$ cat config.mk
export PLATFORM = sky130hd
export DESIGN_NAME = sarseq_core
export DESIGN_NICKNAME = d
export VERILOG_FILES = /design/src/sarseq_sync.v /design/src/sarseq_core.v
export VERILOG_INCLUDE_DIRS = /design/src /design/src/src
export SDC_FILE = /design/constraint.sdc
export NUM_CORES = 1
export LEC_CHECK = 0
export BUFFER_PORTS_ARGS = -buffer_cell sky130_fd_sc_hd__buf_2
export CAP_MARGIN = 5
export CORE_MARGIN = 2
export CORE_UTILIZATION = 62
export DETAILED_ROUTE_END_ITERATION = 7
export GPL_TIMING_DRIVEN = 0
export PLACE_DENSITY = 0.81
export RECOVER_POWER = 100
export SKIP_CTS_REPAIR_TIMING = 1
export SKIP_LAST_GASP = 1
export SYNTH_ARGS = -nofsm -noshare
export SYNTH_HDL_FRONTEND = slang
export SYNTH_SLANG_ARGS = --single-unit
$ cat constraint.sdc
create_clock -name i_clk -period 3.8 [get_ports i_clk]
set_clock_uncertainty 0.15 [all_clocks]
set_input_delay 0.76 -clock i_clk [delete_from_list [all_inputs] [get_ports i_clk]]
set_output_delay 0.76 -clock i_clk [all_outputs]
set_load 0.02 [all_outputs]
$ cat src/sarseq_map.vh
/*
 * shared constants of the conversion sequencer: bit count, phase codes,
 * timing counts and output code limits.
 * assumes a 200 MHz clock; included by bare name.
 */
`ifndef SARSEQ_MAP_VH
`define SARSEQ_MAP_VH

`define SARSEQ_NBITS 16
// clock rate and conversion timing
`define SARSEQ_CLK_MHZ 200
`define SARSEQ_SPS_MAX 600000
// one conversion period at the top rate, in ns (rounded down)
`define SARSEQ_PERIOD_NS 1666
`define SARSEQ_PERIOD_CYC ((`SARSEQ_PERIOD_NS * `SARSEQ_CLK_MHZ) / 1000)
// internal conversion clock divider: one bit step every N cycles
`define SARSEQ_BIT_DIV 8
// settle cycles for the switch steps
`define SARSEQ_SW_SETTLE 2
// phase codes
`define SARSEQ_ST_ACQ 3'h0
`define SARSEQ_ST_OPEN 3'h1
`define SARSEQ_ST_HOLD 3'h2
`define SARSEQ_ST_BITS 3'h3
`define SARSEQ_ST_DONE 3'h4
// output code limits
`define SARSEQ_CODE_ZERO 16'h0000
`define SARSEQ_CODE_FULL 16'hffff
`define SARSEQ_CODE_MID 16'h8000

`endif

$ cat src/sarseq_sync.v
/*
 * three-stage synchroniser with agreement filter for one pin input.
 * assumes the pin is asynchronous to i_clk.
 */
module sarseq_sync (
	input wire i_clk,
	input wire i_rst_n,
	input wire i_pin,
	output reg o_level
);

reg stage1;
reg stage2;
reg stage3;

always @(posedge i_clk or negedge i_rst_n) begin
	if (!i_rst_n) begin
		stage1 <= 1'b0;
		stage2 <= 1'b0;
		stage3 <= 1'b0;
		o_level <= 1'b0;
	end else begin
		stage1 <= i_pin;
		stage2 <= stage1;
		stage3 <= stage2;
		// change counts once stages two and three agree
		if (stage2 == stage3) begin
			o_level <= stage3;
		end
	end
end

endmodule // sarseq_sync

$ cat src/sarseq_core.v
/*
 * successive-approximation conversion sequencer: start edge detection,
 * switch sequencing, 16-bit binary search, result and busy indication.
 * assumes a comparator output (high: sampled input above dac level),
 * an asynchronous start pin and a 200 MHz clock.
 */
`include "sarseq_map.vh"

// Contract
// RQ1: start rising edge ends acquisition, begins conversion
// RQ2: open ground switches before grounding arrays
// RQ3: binary search, sixteen bits, msb first
// RQ4: back to acquisition, code and busy end
// RQ5: bits timed by internal divider, not readout clock
// RQ6: up to 600 kSPS, power down between
// RQ7: result belongs to own start edge
// RQ8: straight binary sixteen-bit output code
// RQ9: overrange gives all ones, underrange zeros
// RQ10: ignore start edges during conversion
module sarseq_core #(
	parameter NBITS = `SARSEQ_NBITS,
	parameter BIT_DIV = `SARSEQ_BIT_DIV
) (
	input wire i_clk,
	input wire i_rst_n,
	input wire i_conversion_start,
	input wire i_comparator,
	output reg o_positive_array_ground_switch,
	output reg o_negative_array_ground_switch,
	output reg o_array_to_ground,
	output reg [NBITS-1:0] o_dac_bits,
	output reg o_powered,
	output reg o_busy,
	output reg o_done,
	output reg [NBITS-1:0] o_code
);

// ==========================================================
// phase codes and local limits
localparam [2:0] ST_ACQ = `SARSEQ_ST_ACQ;
localparam [2:0] ST_OPEN = `SARSEQ_ST_OPEN;
localparam [2:0] ST_HOLD = `SARSEQ_ST_HOLD;
localparam [2:0] ST_BITS = `SARSEQ_ST_BITS;
localparam [2:0] ST_DONE = `SARSEQ_ST_DONE;
localparam [3:0] SETTLE_LAST = `SARSEQ_SW_SETTLE - 1;
localparam [4:0] MSB_IDX = NBITS - 1;
localparam [7:0] DIV_LAST = BIT_DIV - 1;

// ==========================================================
// start input
wire start_level;
reg start_prev;

sarseq_sync u_start_sync (
	.i_clk(i_clk),
	.i_rst_n(i_rst_n),
	.i_pin(i_conversion_start),
	.o_level(start_level)
);

always @(posedge i_clk or negedge i_rst_n) begin
	if (!i_rst_n) begin
		start_prev <= 1'b0;
	end else begin
		start_prev <= start_level;
	end
end

wire start_edge = start_level & ~start_prev;

// ==========================================================
// conversion clock divider
reg [7:0] div_cnt;
reg bit_tick;

always @(posedge i_clk or negedge i_rst_n) begin
	if (!i_rst_n) begin
		div_cnt <= 8'h00;
		bit_tick <= 1'b0;
	end else if (!o_powered) begin
		div_cnt <= 8'h00;
		bit_tick <= 1'b0;
	end else if (div_cnt == DIV_LAST) begin
		div_cnt <= 8'h00;
		bit_tick <= 1'b1; // RQ5
	end else begin
		div_cnt <= div_cnt + 8'h01;
		bit_tick <= 1'b0;
	end
end

// ==========================================================
// sequencer
reg [2:0] state;
reg [2:0] next_state;
reg [3:0] settle;
reg [4:0] bit_idx;
reg [NBITS-1:0] trial;
wire [NBITS-1:0] next_trial;

always @* begin
	next_state = state;
	case (state)
	ST_ACQ: begin
		// edges that arrive while busy never reach this branch
		if (start_edge) begin
			next_state = ST_OPEN; // RQ1 RQ10
		end
	end
	ST_OPEN: begin
		if (settle == SETTLE_LAST) begin
			next_state = ST_HOLD; // RQ2
		end
	end
	ST_HOLD: begin
		if (settle == SETTLE_LAST) begin
			next_state = ST_BITS;
		end
	end
	ST_BITS: begin
		if (bit_tick && bit_idx == 5'h00) begin
			next_state = ST_DONE;
		end
	end
	ST_DONE: begin
		next_state = ST_ACQ; // RQ4
	end
	default: begin
		next_state = ST_ACQ;
	end
	endcase
end

// ==========================================================
// per-bit trial code: msb first, one decision per bit tick
wire load_msb = (state == ST_HOLD) && (next_state == ST_BITS);
wire bit_step = (state == ST_BITS) && bit_tick;

genvar gi;
generate
	for (gi = 0; gi < NBITS; gi = gi + 1) begin : g_trial
		if (gi == NBITS - 1) begin : g_top
			// msb: first trial bit; comparator high keeps it, rails saturate
			assign next_trial[gi] = load_msb ? 1'b1 :
				(bit_step && bit_idx == gi) ? i_comparator : trial[gi]; // RQ3 RQ9
		end else begin : g_low
			// lower bit: becomes the trial bit once the bit above is decided
			assign next_trial[gi] = load_msb ? 1'b0 :
				(bit_step && bit_idx == gi) ? i_comparator :
				(bit_step && bit_idx == gi + 1) ? 1'b1 : trial[gi]; // RQ3 RQ9
		end
	end
endgenerate

// ==========================================================
// phase register, settle counter and bit index
always @(posedge i_clk or negedge i_rst_n) begin
	if (!i_rst_n) begin
		state <= ST_ACQ;
		settle <= 4'h0;
		bit_idx <= 5'h00;
		trial <= `SARSEQ_CODE_ZERO;
	end else begin
		state <= next_state;
		trial <= next_trial;
		if (next_state != state) begin
			settle <= 4'h0;
		end else begin
			settle <= settle + 4'h1;
		end
		if (load_msb) begin
			bit_idx <= MSB_IDX; // RQ3
		end else if (bit_step && bit_idx != 5'h00) begin
			bit_idx <= bit_idx - 5'h01;
		end
	end
end

// ==========================================================
// switch, power and result outputs
always @(posedge i_clk or negedge i_rst_n) begin
	if (!i_rst_n) begin
		o_positive_array_ground_switch <= 1'b1;
		o_negative_array_ground_switch <= 1'b1;
		o_array_to_ground <= 1'b0;
		o_dac_bits <= `SARSEQ_CODE_ZERO;
		o_powered <= 1'b0;
		o_busy <= 1'b0;
		o_done <= 1'b0;
		o_code <= `SARSEQ_CODE_ZERO;
	end else begin
		o_done <= 1'b0;
		case (next_state)
		ST_OPEN: begin
			// ground switches open while arrays still track
			o_positive_array_ground_switch <= 1'b0; // RQ2
			o_negative_array_ground_switch <= 1'b0;
			o_powered <= 1'b1; // RQ6
			o_busy <= 1'b1; // RQ10
		end
		ST_HOLD: begin
			o_array_to_ground <= 1'b1; // RQ2
		end
		ST_BITS: begin
			o_dac_bits <= next_trial;
		end
		ST_DONE: begin
			// the lsb decision lands on this same edge, so take the next value
			o_code <= next_trial; // RQ7 RQ8
			o_done <= 1'b1; // RQ4
		end
		default: begin
			// acquisition: arrays back on inputs, converter powered down
			o_positive_array_ground_switch <= 1'b1;
			o_negative_array_ground_switch <= 1'b1;
			o_array_to_ground <= 1'b0;
			o_dac_bits <= `SARSEQ_CODE_ZERO;
			o_powered <= 1'b0; // RQ6
			o_busy <= 1'b0; // RQ4
		end
		endcase
	end
end

endmodule // sarseq_core

==> results of run 1 <==
-- cells in the mapped netlist, types with 2 or more instances --
library cell               count  share of area (%)
sky130_fd_sc_hd__o31ai_1       4               0.86
sky130_fd_sc_hd__nor4_1        2               0.36
sky130_fd_sc_hd__xor2_1        7                1.8
sky130_fd_sc_hd__and3_1        4               0.72
sky130_fd_sc_hd__and2_1        5               0.90
sky130_fd_sc_hd__ha_1          8                2.9
sky130_fd_sc_hd__o211ai_1      2               0.43
sky130_fd_sc_hd__a31oi_1      12                2.2
sky130_fd_sc_hd__o21ai_0       2               0.29
sky130_fd_sc_hd__nor3b_1       4               0.86
sky130_fd_sc_hd__inv_1        14                1.5
sky130_fd_sc_hd__buf_4         3               0.65
sky130_fd_sc_hd__clkbuf_1      6               0.65
sky130_fd_sc_hd__xnor2_1       5                1.3
sky130_fd_sc_hd__o311ai_0      3               0.76
sky130_fd_sc_hd__nand4_1       2               0.36
sky130_fd_sc_hd__mux2_1        9                2.9
sky130_fd_sc_hd__a22o_1       13                3.3
sky130_fd_sc_hd__or3_1         2               0.36
sky130_fd_sc_hd__a211oi_1     12                2.6
sky130_fd_sc_hd__buf_2         6               0.86
sky130_fd_sc_hd__nor2b_1       4               0.72
sky130_fd_sc_hd__mux2_2        6                1.9
sky130_fd_sc_hd__a21oi_1       6               0.86
sky130_fd_sc_hd__nand3_1       8                1.2
sky130_fd_sc_hd__dfrtp_1      77                 55
sky130_fd_sc_hd__nand3b_1      2               0.43
sky130_fd_sc_hd__nand2_1      10                1.1
sky130_fd_sc_hd__or2_2         6                1.1
sky130_fd_sc_hd__nor2_1       20                2.2
sky130_fd_sc_hd__nor3_1        8                1.2
sky130_fd_sc_hd__nand2b_1      2               0.36
-- logic make-up (layout without fill, tap and decap cells) --
family | after synthesis | after routing | share of synthesized area (%)
AO/OA/AOI/OAI | 62 | 62 | 13.47
XOR/XNOR | 12 | 12 | 3.026
adder cells (fa/ha/maj) | 9 | 9 | 3.170
buffers and inverters | 31 | 89 | 4.359
flip-flops | 78 | 78 | 56.23
multiplexers | 16 | 16 | 5.151
AND/OR/NAND/NOR | 89 | 89 | 14.59
-- cells in the final DEF, fill, tap and decap left out, drive strengths merged, types with 6 or more instances in the layout --
cell	count
clkbuf	59
nor2	20
xor2	7
a21oi	6
buf	9
dfrtp	77
inv	14
a22o	13
nand3	8
or2	6
mux2	15
ha	8
nand2	10
a31oi	12
nor3	9
a211oi	12
-- routing by layer --
| metal | wire length (µm) | GRT usage, % |
|---|---|---|
| met1 | 3411 | 36.54 |
| met2 | 3361 | 37.52 |
| met3 | 372 | 5.114 |
| met4 | 105 | 9.828 |
| met5 | 0 | 0 |
-- power by group through the flow --
stage | Combinational [mW] | Clock (mW) | Sequential (mW)
5_1_grt | 1.12 | 0.661 | 1.21
3_5_place_dp | 1.04 | 0 | 1.20
2_1_floorplan | 0.652 | 0 | 1.27
6_report | 1.01 | 0.624 | 1.19
3_3_place_gp | 0.997 | 0 | 1.19
4_1_cts | 1.05 | 0.630 | 1.19
-- state kept, by name, summed over array words and instances, names as in the netlist --
| register | cells |
|---|---|
| bit_idx | 5 |
| bit_tick | 1 |
| div_cnt | 8 |
| o_array_to_ground | 1 |
| o_code | 16 |
| o_dac_bits | 16 |
| o_done | 1 |
| o_negative_array_ground_switch | 1 |
| o_powered | 1 |
| settle | 4 |
| start_prev | 1 |
| state | 3 |
| trial | 16 |
| u_start_sync.o_level | 1 |
| u_start_sync.stage1 | 1 |
| u_start_sync.stage2 | 1 |
| u_start_sync.stage3 | 1 |
-- area by class of cell --
cell class              instances  area (µm²)
plain buffers                  16       85.08
multi-input cells             188        1354
fillers                       413        1550
well taps                      72       90.09
clock buffers                  10       137.6
repair buffers                 42       183.9
flip-flops and latches         78        1953
clock inverters                 6       61.31
inverters                      15       57.56
-- metrics by stage --
stage          setup slack [ps]  util (%)  total power, mW  hold slack [ps]  instance area (µm²)
6_report                  648.0     71.67            2.827            203.2                 3923
3_3_place_gp               1048     68.86            2.188            183.2                 3769
5_1_grt                   506.7     71.67            2.990            215.1                 3923
3_5_place_dp               1012     69.41            2.239            185.6                 3799
2_1_floorplan              1291         -            1.918            181.2                 3473
4_1_cts                   974.5     73.05            2.864            199.2                 3998
-- worst max-delay path: stages, from the launching register on --
cell and delay, ps:
sky130_fd_sc_hd__dfrtp_1 420, sky130_fd_sc_hd__inv_1 150, sky130_fd_sc_hd__ha_1 300, sky130_fd_sc_hd__or4b_1 570, sky130_fd_sc_hd__or3_1 390, sky130_fd_sc_hd__clkbuf_1 220
sky130_fd_sc_hd__clkinvlp_2 300, sky130_fd_sc_hd__buf_8 200, sky130_fd_sc_hd__mux2_1 330
-- worst max path at each step --
stage                                  end  slack [ps]  depth (start not counted)
finish              o_code[10]$_DFFE_PN0P_         650                          8
global route        o_code[11]$_DFFE_PN0P_         510                          8
CTS                  o_code[9]$_DFFE_PN0P_         970                          8
detailed placement   o_code[9]$_DFFE_PN0P_        1010                          8
global placement     o_code[8]$_DFFE_PN0P_        1050                          8
floorplan            o_code[5]$_DFFE_PN0P_        1290                          8
==> reports/results.md, run 1 <==
| Parameter | Value |
| --- | --- |
| Outcome | complete, but fails checks |
| Violated checks | max-capacitance violations, max-slew violations |
| Count of flip-flops with a built-in enable after synthesis | 0 |
| DIE AREA | 6217 µm² |
| Hold Path Class | flip-flop to flip-flop |
| Post-synthesis sequential area ratio | 56.23% |
| Mapped Nets | 309 |
| Setup total negative slack | 0 ps |
| Final setup fails | 0 |
| Routed wire length per instance | 16.98 µm |
| Row count | 27 |
| Required time of the critical path | 3890 ps |
| Aggregate routed wire length | 7250 µm |
| # IOs | 42 |
| Async set-or-reset flop fraction in the synthesized netlist | 100.0% |
| Worst reg2reg path startpoint | bit_idx[0]$_DFFE_PN0P_ |
| Count of pins over their slew limit | 31 |
| Relative slew slack | -17.28% |
| Cell total after placement | 411 |
| Most instantiated flip-flop cell in the synthesis netlist | sky130_fd_sc_hd__dfrtp_1 |
| Power density over the cells | 720.7 nW/µm² |
| Register-to-Register Setup Slack | 650 ps |
| Transition time at the pin with the least slew margin | 1759 ps |
| Core ar. | 5473 µm² |
| Clock Sink Count | 78 |
| Syn. warnings | 0 |
| Start point of the critical path | bit_idx[0]$_DFFE_PN0P_ |
| TritonCTS clock tree | done |
| Proportion of layout cells with a drive suffix above 1 | 11.55% |
| Post-detailed-route via-to-cell ratio | 5.967 |
| Layout area overhead | 12.93% |
| Number of DRC violations after detailed routing | 0 |
| Arrival time of data at the critical path endpoint | 3240 ps |
| Vias in the first global route | 2440 |
| Seq pwr share | 42.0% |
| Root buffer cell | sky130_fd_sc_hd__clkbuf_8 |
| Non-Filler Instances | 427 |
| Hold worst-path end | u_start_sync.stage2$_DFF_PN0_ |
| Maximum level of the CTS H-tree | 3 |
| Yosys cell types | 55 |
| P_sw | 1.097 mW |
| Critical-path maximum fanout | 10 |
| Count of max-cap constraint violations | 1 |
| Startpoint types | flip-flop |
| Highest attainable clock frequency | 317.3 MHz |
| Ant diodes | 0 |
| Starting density of the core | 63.47% |
| Half-perimeter wire length of the detailed placement result | 4935 µm |
| CTS Buffer Depth | 2 |
| Total routing resource utilization after global routing | 25.09% |
| CTS buffer count | 9 |
| Post-route minimum period | 3152 ps |
| Static Leak | 1.798 nW |
| Number of detailed-routing iterations run before antenna repair | 5 |
| Summed instance area of the synthesized netlist | 3473 µm² |
| Pin count of the biggest net entering global routing | 49 |
| Detailed Route Iter0 Violations | 213 |
| Worst VDD drop | 0.4456 mV |
| Skew-Pair Late Insertion Delay | 350 ps |
| Per-instance average area after synthesis | 11.69 µm² |
| Final Hold Viols | 0 |
| Part of the power in combinational logic | 35.9% |
| Part of the cycle the worst path needs | 82.95% |
| Depth of the worst register-to-register path | 8 |
| Type of the worst setup path | flip-flop to flip-flop |
| Hold path start | u_start_sync.stage1$_DFF_PN0_ |
| Die height | 78.85 µm |
| Clock Power Share | 22.1% |
| Switching share of total power | 38.80% |
| Post-synthesis instance total | 297 |
| Horizontal die dimension | 78.85 µm |
| Worst reg2reg path endpoint | o_code[10]$_DFFE_PN0P_ |
| Number of port buffers | 41 |
| Number of cells on the worst hold path | 0 |
| RD Place Congestion | 0.8529 |
| Via count | 2548 |
| Flip-flop and latch count after synthesis | 78 |
| Overflow after GRT | 0 |
| Number of antenna violations at the first check in global routing | 0 |
| Layout net count | 362 |
| Number of routed nets with antenna violations | 0 |
| Int Pwr | 1.730 mW |
| Clock transition at path regs | 80 ps |
| Unrepaired setup endpoints after global routing | false |
| Endpoint type of the worst setup path | flip-flop |
| First-pass GRT wire length | 11820 µm |
(Power assumes the default switching activity.)
==> run 2: changes to the inputs <==
--- a/config.mk
+++ b/config.mk
@@ -6,13 +6,14 @@
 export SDC_FILE = /design/constraint.sdc
 export NUM_CORES = 1
 export LEC_CHECK = 0
+export ABC_AREA = 1
 export BUFFER_PORTS_ARGS = -buffer_cell sky130_fd_sc_hd__buf_2
 export CAP_MARGIN = 5
 export CORE_MARGIN = 2
-export CORE_UTILIZATION = 62
+export CORE_UTILIZATION = 58
 export DETAILED_ROUTE_END_ITERATION = 7
 export GPL_TIMING_DRIVEN = 0
-export PLACE_DENSITY = 0.81
+export PLACE_DENSITY = 0.76
 export RECOVER_POWER = 100
 export SKIP_CTS_REPAIR_TIMING = 1
 export SKIP_LAST_GASP = 1
==> constraint.sdc (replaced) <==
create_clock -name i_clk -period 3.2 [get_ports i_clk]
set_clock_uncertainty 0.15 [all_clocks]
set_input_delay 0.64 -clock i_clk [delete_from_list [all_inputs] [get_ports i_clk]]
set_output_delay 0.64 -clock i_clk [all_outputs]
set_load 0.02 [all_outputs]
==> reports/results.md, run 2 <==
| Parameter | Value | Change |
| --- | --- | --- |
| Outcome | finished clean | was complete, but fails checks |
| Fin area | 4069 µm² | was 3923 µm² |
| Summed instance area of the synthesized netlist | 3642 µm² | was 3473 µm² |
| Type of the worst setup path | flip-flop to flip-flop | unchanged |
| Horizontal die dimension | 83.25 µm | was 78.85 µm |
| Total power after layout | 2.740 mW | was 2.827 mW |
| Critical-path maximum fanout | 10 | unchanged |
| Half-perimeter wire length of the detailed placement result | 5667 µm | was 4935 µm |
| Highest attainable clock frequency | 388.7 MHz | was 317.3 MHz |
| TritonCTS clock tree | done | unchanged |
| Cell repeated most along the worst path | sky130_fd_sc_hd__nand2_1 |  |
| Mapped Nets | 429 | was 309 |
| Transition time at the pin with the least slew margin | 1475 ps | was 1759 ps |
| Count of max-cap constraint violations | 0 | was 1 |
| Required time of the critical path | 3330 ps | was 3890 ps |
| Detailed Route Iter0 Violations | 246 | was 213 |
| Vias in the first global route | 3023 | was 2440 |
| Syn. warnings | 0 | unchanged |
| Register-to-Register Setup Slack | 630 ps | was 650 ps |
| Count of flip-flops with a built-in enable after synthesis | 0 | unchanged |
| Overflow after GRT | 0 | unchanged |
| Setup total negative slack | 0 ps | unchanged |
| Final Hold Viols | 0 | unchanged |
| Cell chain of the critical path | inv_1, ha_1, inv_1, nor2_1, nand3_1, nand2_1, nand4_1, nand3_2, buf_6, nand2_1, nand2_1 | was inv_1, ha_1, or4b_1, or3_1, clkbuf_1, clkinvlp_2, buf_8, mux2_1 |
| Number of routed nets with antenna violations | 0 | unchanged |
| Share of the synthesized area in the top cell type | 52.90% | was 55.48% |
| Main area contributors after synthesis | sky130_fd_sc_hd__dfrtp_1 (53%), sky130_fd_sc_hd__nand2_1 (12%), sky130_fd_sc_hd__nand3_1 (5.4%), sky130_fd_sc_hd__inv_1 (4.3%), sky130_fd_sc_hd__nor2_1 (3.2%) | was sky130_fd_sc_hd__dfrtp_1 (55%), sky130_fd_sc_hd__a22o_1 (3.3%), sky130_fd_sc_hd__mux2_1 (2.9%), sky130_fd_sc_hd__ha_1 (2.9%), sky130_fd_sc_hd__a211oi_1 (2.6%) |
| Most instantiated flip-flop cell in the synthesis netlist | sky130_fd_sc_hd__dfrtp_1 | unchanged |
| Per-instance average area after synthesis | 8.734 µm² | was 11.69 µm² |
| Clock Sink Count | 78 | unchanged |
| Post-synthesis instance total | 417 | was 297 |
| Die height | 83.25 µm | was 78.85 µm |
| Worst Hold Slack | 204.5 ps | was 203.2 ps |
| Aggregate routed wire length | 8047 µm | was 7250 µm |
| Footprint of the multi-input gates | 1398 µm² | was 1354 µm² |
| Worst VDD drop | 0.4031 mV | was 0.4456 mV |
| Proportion of layout cells with a drive suffix above 1 | 7.789% | was 11.55% |
| Placed Area | 3971 µm² | was 3799 µm² |
| Async set-or-reset flop fraction in the synthesized netlist | 100.0% | unchanged |
| First-pass GRT wire length | 13940 µm | was 11820 µm |
| Unrepaired setup endpoints after global routing | false | unchanged |
| Reg area | 1953 µm² | unchanged |
| Ant diodes | 0 | unchanged |
| Hold Path Class | flip-flop to flip-flop | unchanged |
| Endpoint type of the worst setup path | flip-flop | unchanged |
| Post-synthesis sequential area ratio | 53.62% | was 56.23% |
| Root buffer cell | sky130_fd_sc_hd__clkbuf_8 | unchanged |
| Starting density of the core | 60.80% | was 63.47% |
| Most frequent cell after synthesis | sky130_fd_sc_hd__nand2_1 | was sky130_fd_sc_hd__dfrtp_1 |
| Yosys cell types | 33 | was 55 |
| Cell with the largest stage delay on the worst path | sky130_fd_sc_hd__dfrtp_1 | was sky130_fd_sc_hd__or4b_1 |
| Clock transition at path regs | 80 ps | about the same |
| Static Leak | 2.127 nW | was 1.798 nW |
| Final setup fails | 0 | unchanged |
| Count of pins over their slew limit | 0 | was 31 |
| Maximum level of the CTS H-tree | 3 | unchanged |
| Relative slew slack | 1.648% | was -17.28% |
| Startpoint types | flip-flop | unchanged |
| Number of port buffers | 41 | unchanged |
| Delay-heaviest family, CP | simple AND/OR/NAND/NOR gates | unchanged |
| Power density over the cells | 673.5 nW/µm² | was 720.7 nW/µm² |
| Routed wire length per instance | 14.63 µm | was 16.98 µm |
| Number of antenna violations at the first check in global routing | 0 | unchanged |
| Core ar. | 5991 µm² | was 5473 µm² |
| CTS Buffer Depth | 2 | unchanged |
| Post-route minimum period | 2572 ps | was 3152 ps |
| Total routing resource utilization after global routing | 25.18% | was 25.09% |
| Part of the cycle the worst path needs | 80.39% | was 82.95% |
| Layout area overhead | 11.71% | was 12.93% |
| Most frequent cells in the layout | sky130_fd_sc_hd__nand2_1 (117), sky130_fd_sc_hd__dfrtp_1 (77), sky130_fd_sc_hd__clkbuf_1 (44), sky130_fd_sc_hd__inv_1 (42), sky130_fd_sc_hd__nand3_1 (41) | was sky130_fd_sc_hd__dfrtp_1 (77), sky130_fd_sc_hd__clkbuf_1 (49), sky130_fd_sc_hd__nor2_1 (20), sky130_fd_sc_hd__inv_1 (14), sky130_fd_sc_hd__a22o_1 (13) |
| DIE AREA | 6930 µm² | was 6217 µm² |
| Layout net count | 482 | was 362 |
| Crit path largest cell delay | 420 ps | was 570 ps |
| Ranking of synthesized cells by instance count | sky130_fd_sc_hd__nand2_1 (115), sky130_fd_sc_hd__dfrtp_1 (77), sky130_fd_sc_hd__inv_1 (42) | was sky130_fd_sc_hd__dfrtp_1 (77), sky130_fd_sc_hd__nor2_1 (20), sky130_fd_sc_hd__inv_1 (14) |
| # IOs | 42 | unchanged |
| RD Place Congestion | 0.9218 | was 0.8529 |
| Cell type contributing the most total cell area after synthesis | sky130_fd_sc_hd__dfrtp_1 | unchanged |
| Post-detailed-route via-to-cell ratio | 5.407 | was 5.967 |
| Arrival time of data at the critical path endpoint | 2710 ps | was 3240 ps |
| Largest registers | o_code (16), o_dac_bits (16), trial (16) | unchanged |
| Skew-Pair Late Insertion Delay | 350 ps | about the same |
| Number of DRC violations after detailed routing | 0 | unchanged |
| Flip-flop and latch count after synthesis | 78 | unchanged |
| Row count | 28 | was 27 |
| Commonest non-fill, non-tap cell in the layout | sky130_fd_sc_hd__nand2_1 | was sky130_fd_sc_hd__dfrtp_1 |
| Crit path buf inv count | 3 | was 4 |
| FILL cells | 507 | was 413 |
| CTS buffer count | 9 | unchanged |
| Via count | 2974 | was 2548 |
| Number of detailed-routing iterations run before antenna repair | 4 | was 5 |
| Pin count of the biggest net entering global routing | 53 | was 49 |
[run 2: stage by stage]
stage | cells | worst slack, ps | util, %
final | 550 | 627.6 | 67.92
after global placement | 533 | 846.9 | 65.79
after floorplan | 417 | 1371 | -
after CTS | 550 | 1018 | 69.47
after detailed placement | 534 | 1026 | 66.29
after global routing | 550 | 423.3 | 67.92
[run 2: routing by layer]
layer / vias to the layer above / wire length (µm) / global-route usage, %
li1: 1455 / - / -
met1: 1418 / 3839 / 35.59
met2: 88 / 3644 / 38.78
met3: 13 / 449 / 6.262
met4: 0 / 113 / 7.452
met5: - / 0 / 0
[run 2: cells by family (layout without fill, tap and decap cells)]
family                   count (synthesis)  count (layout)  share of synthesized area (%)
buffers and inverters                   58             116                          6.905
AO/OA/AOI/OAI                           24              24                          3.779
flip-flops                              78              78                          53.62
AND/OR/NAND/NOR                        243             243                          31.47
XOR/XNOR                                 5               5                          1.203
adder cells (fa/ha/maj)                  9               9                          3.023
[run 2: worst reg2reg max path: cells and delay by family (launching register included)]
| family | cells | cell delay, ps |
|---|---|---|
| simple gates | 7 | 1400 |
| fa+ha+maj | 1 | 170 |
| flops | 1 | 420 |
| buf+inv | 3 | 360 |
[run 2: worst paths after layout]
check / start / to / cells after the start
max in group asynchronous: i_rst_n / o_negative_array_ground_switch$_DFFE_PN1N_ / 2
worst min register to register: u_start_sync.stage1$_DFF_PN0_ / u_start_sync.stage2$_DFF_PN0_ / 0
worst max register to register: bit_idx[0]$_DFFE_PN0P_ / o_dac_bits[12]$_DFFE_PN0N_ / 11
worst min-delay path: u_start_sync.stage1$_DFF_PN0_ / u_start_sync.stage2$_DFF_PN0_ / 0
worst max-delay path: bit_idx[0]$_DFFE_PN0P_ / o_dac_bits[12]$_DFFE_PN0N_ / 11
min in group asynchronous: i_rst_n / settle[2]$_DFF_PN0_ / 1
[run 2: final cells by class]
type / count / area share (%)
Clock inverter: 6 / 1.538
Sequential cell: 78 / 48.00
Inverter: 44 / 4.059
Tap cell: 75 / 2.306
Timing Repair Buffer: 42 / 4.520
Multi-Input combinational cell: 281 / 34.35
Clock buffer: 10 / 3.137
Buffer: 14 / 2.091
[run 2: power breakdown]
group | total, mW | switching (mW) | leakage [nW] | internal, mW
sequential | 1.17 | 0.0904 | 0.961 | 1.08
clock | 0.721 | 0.361 | 0.100 | 0.359
combinational | 0.845 | 0.614 | 1.07 | 0.232
total | 2.74 | 1.07 | 2.13 | 1.67
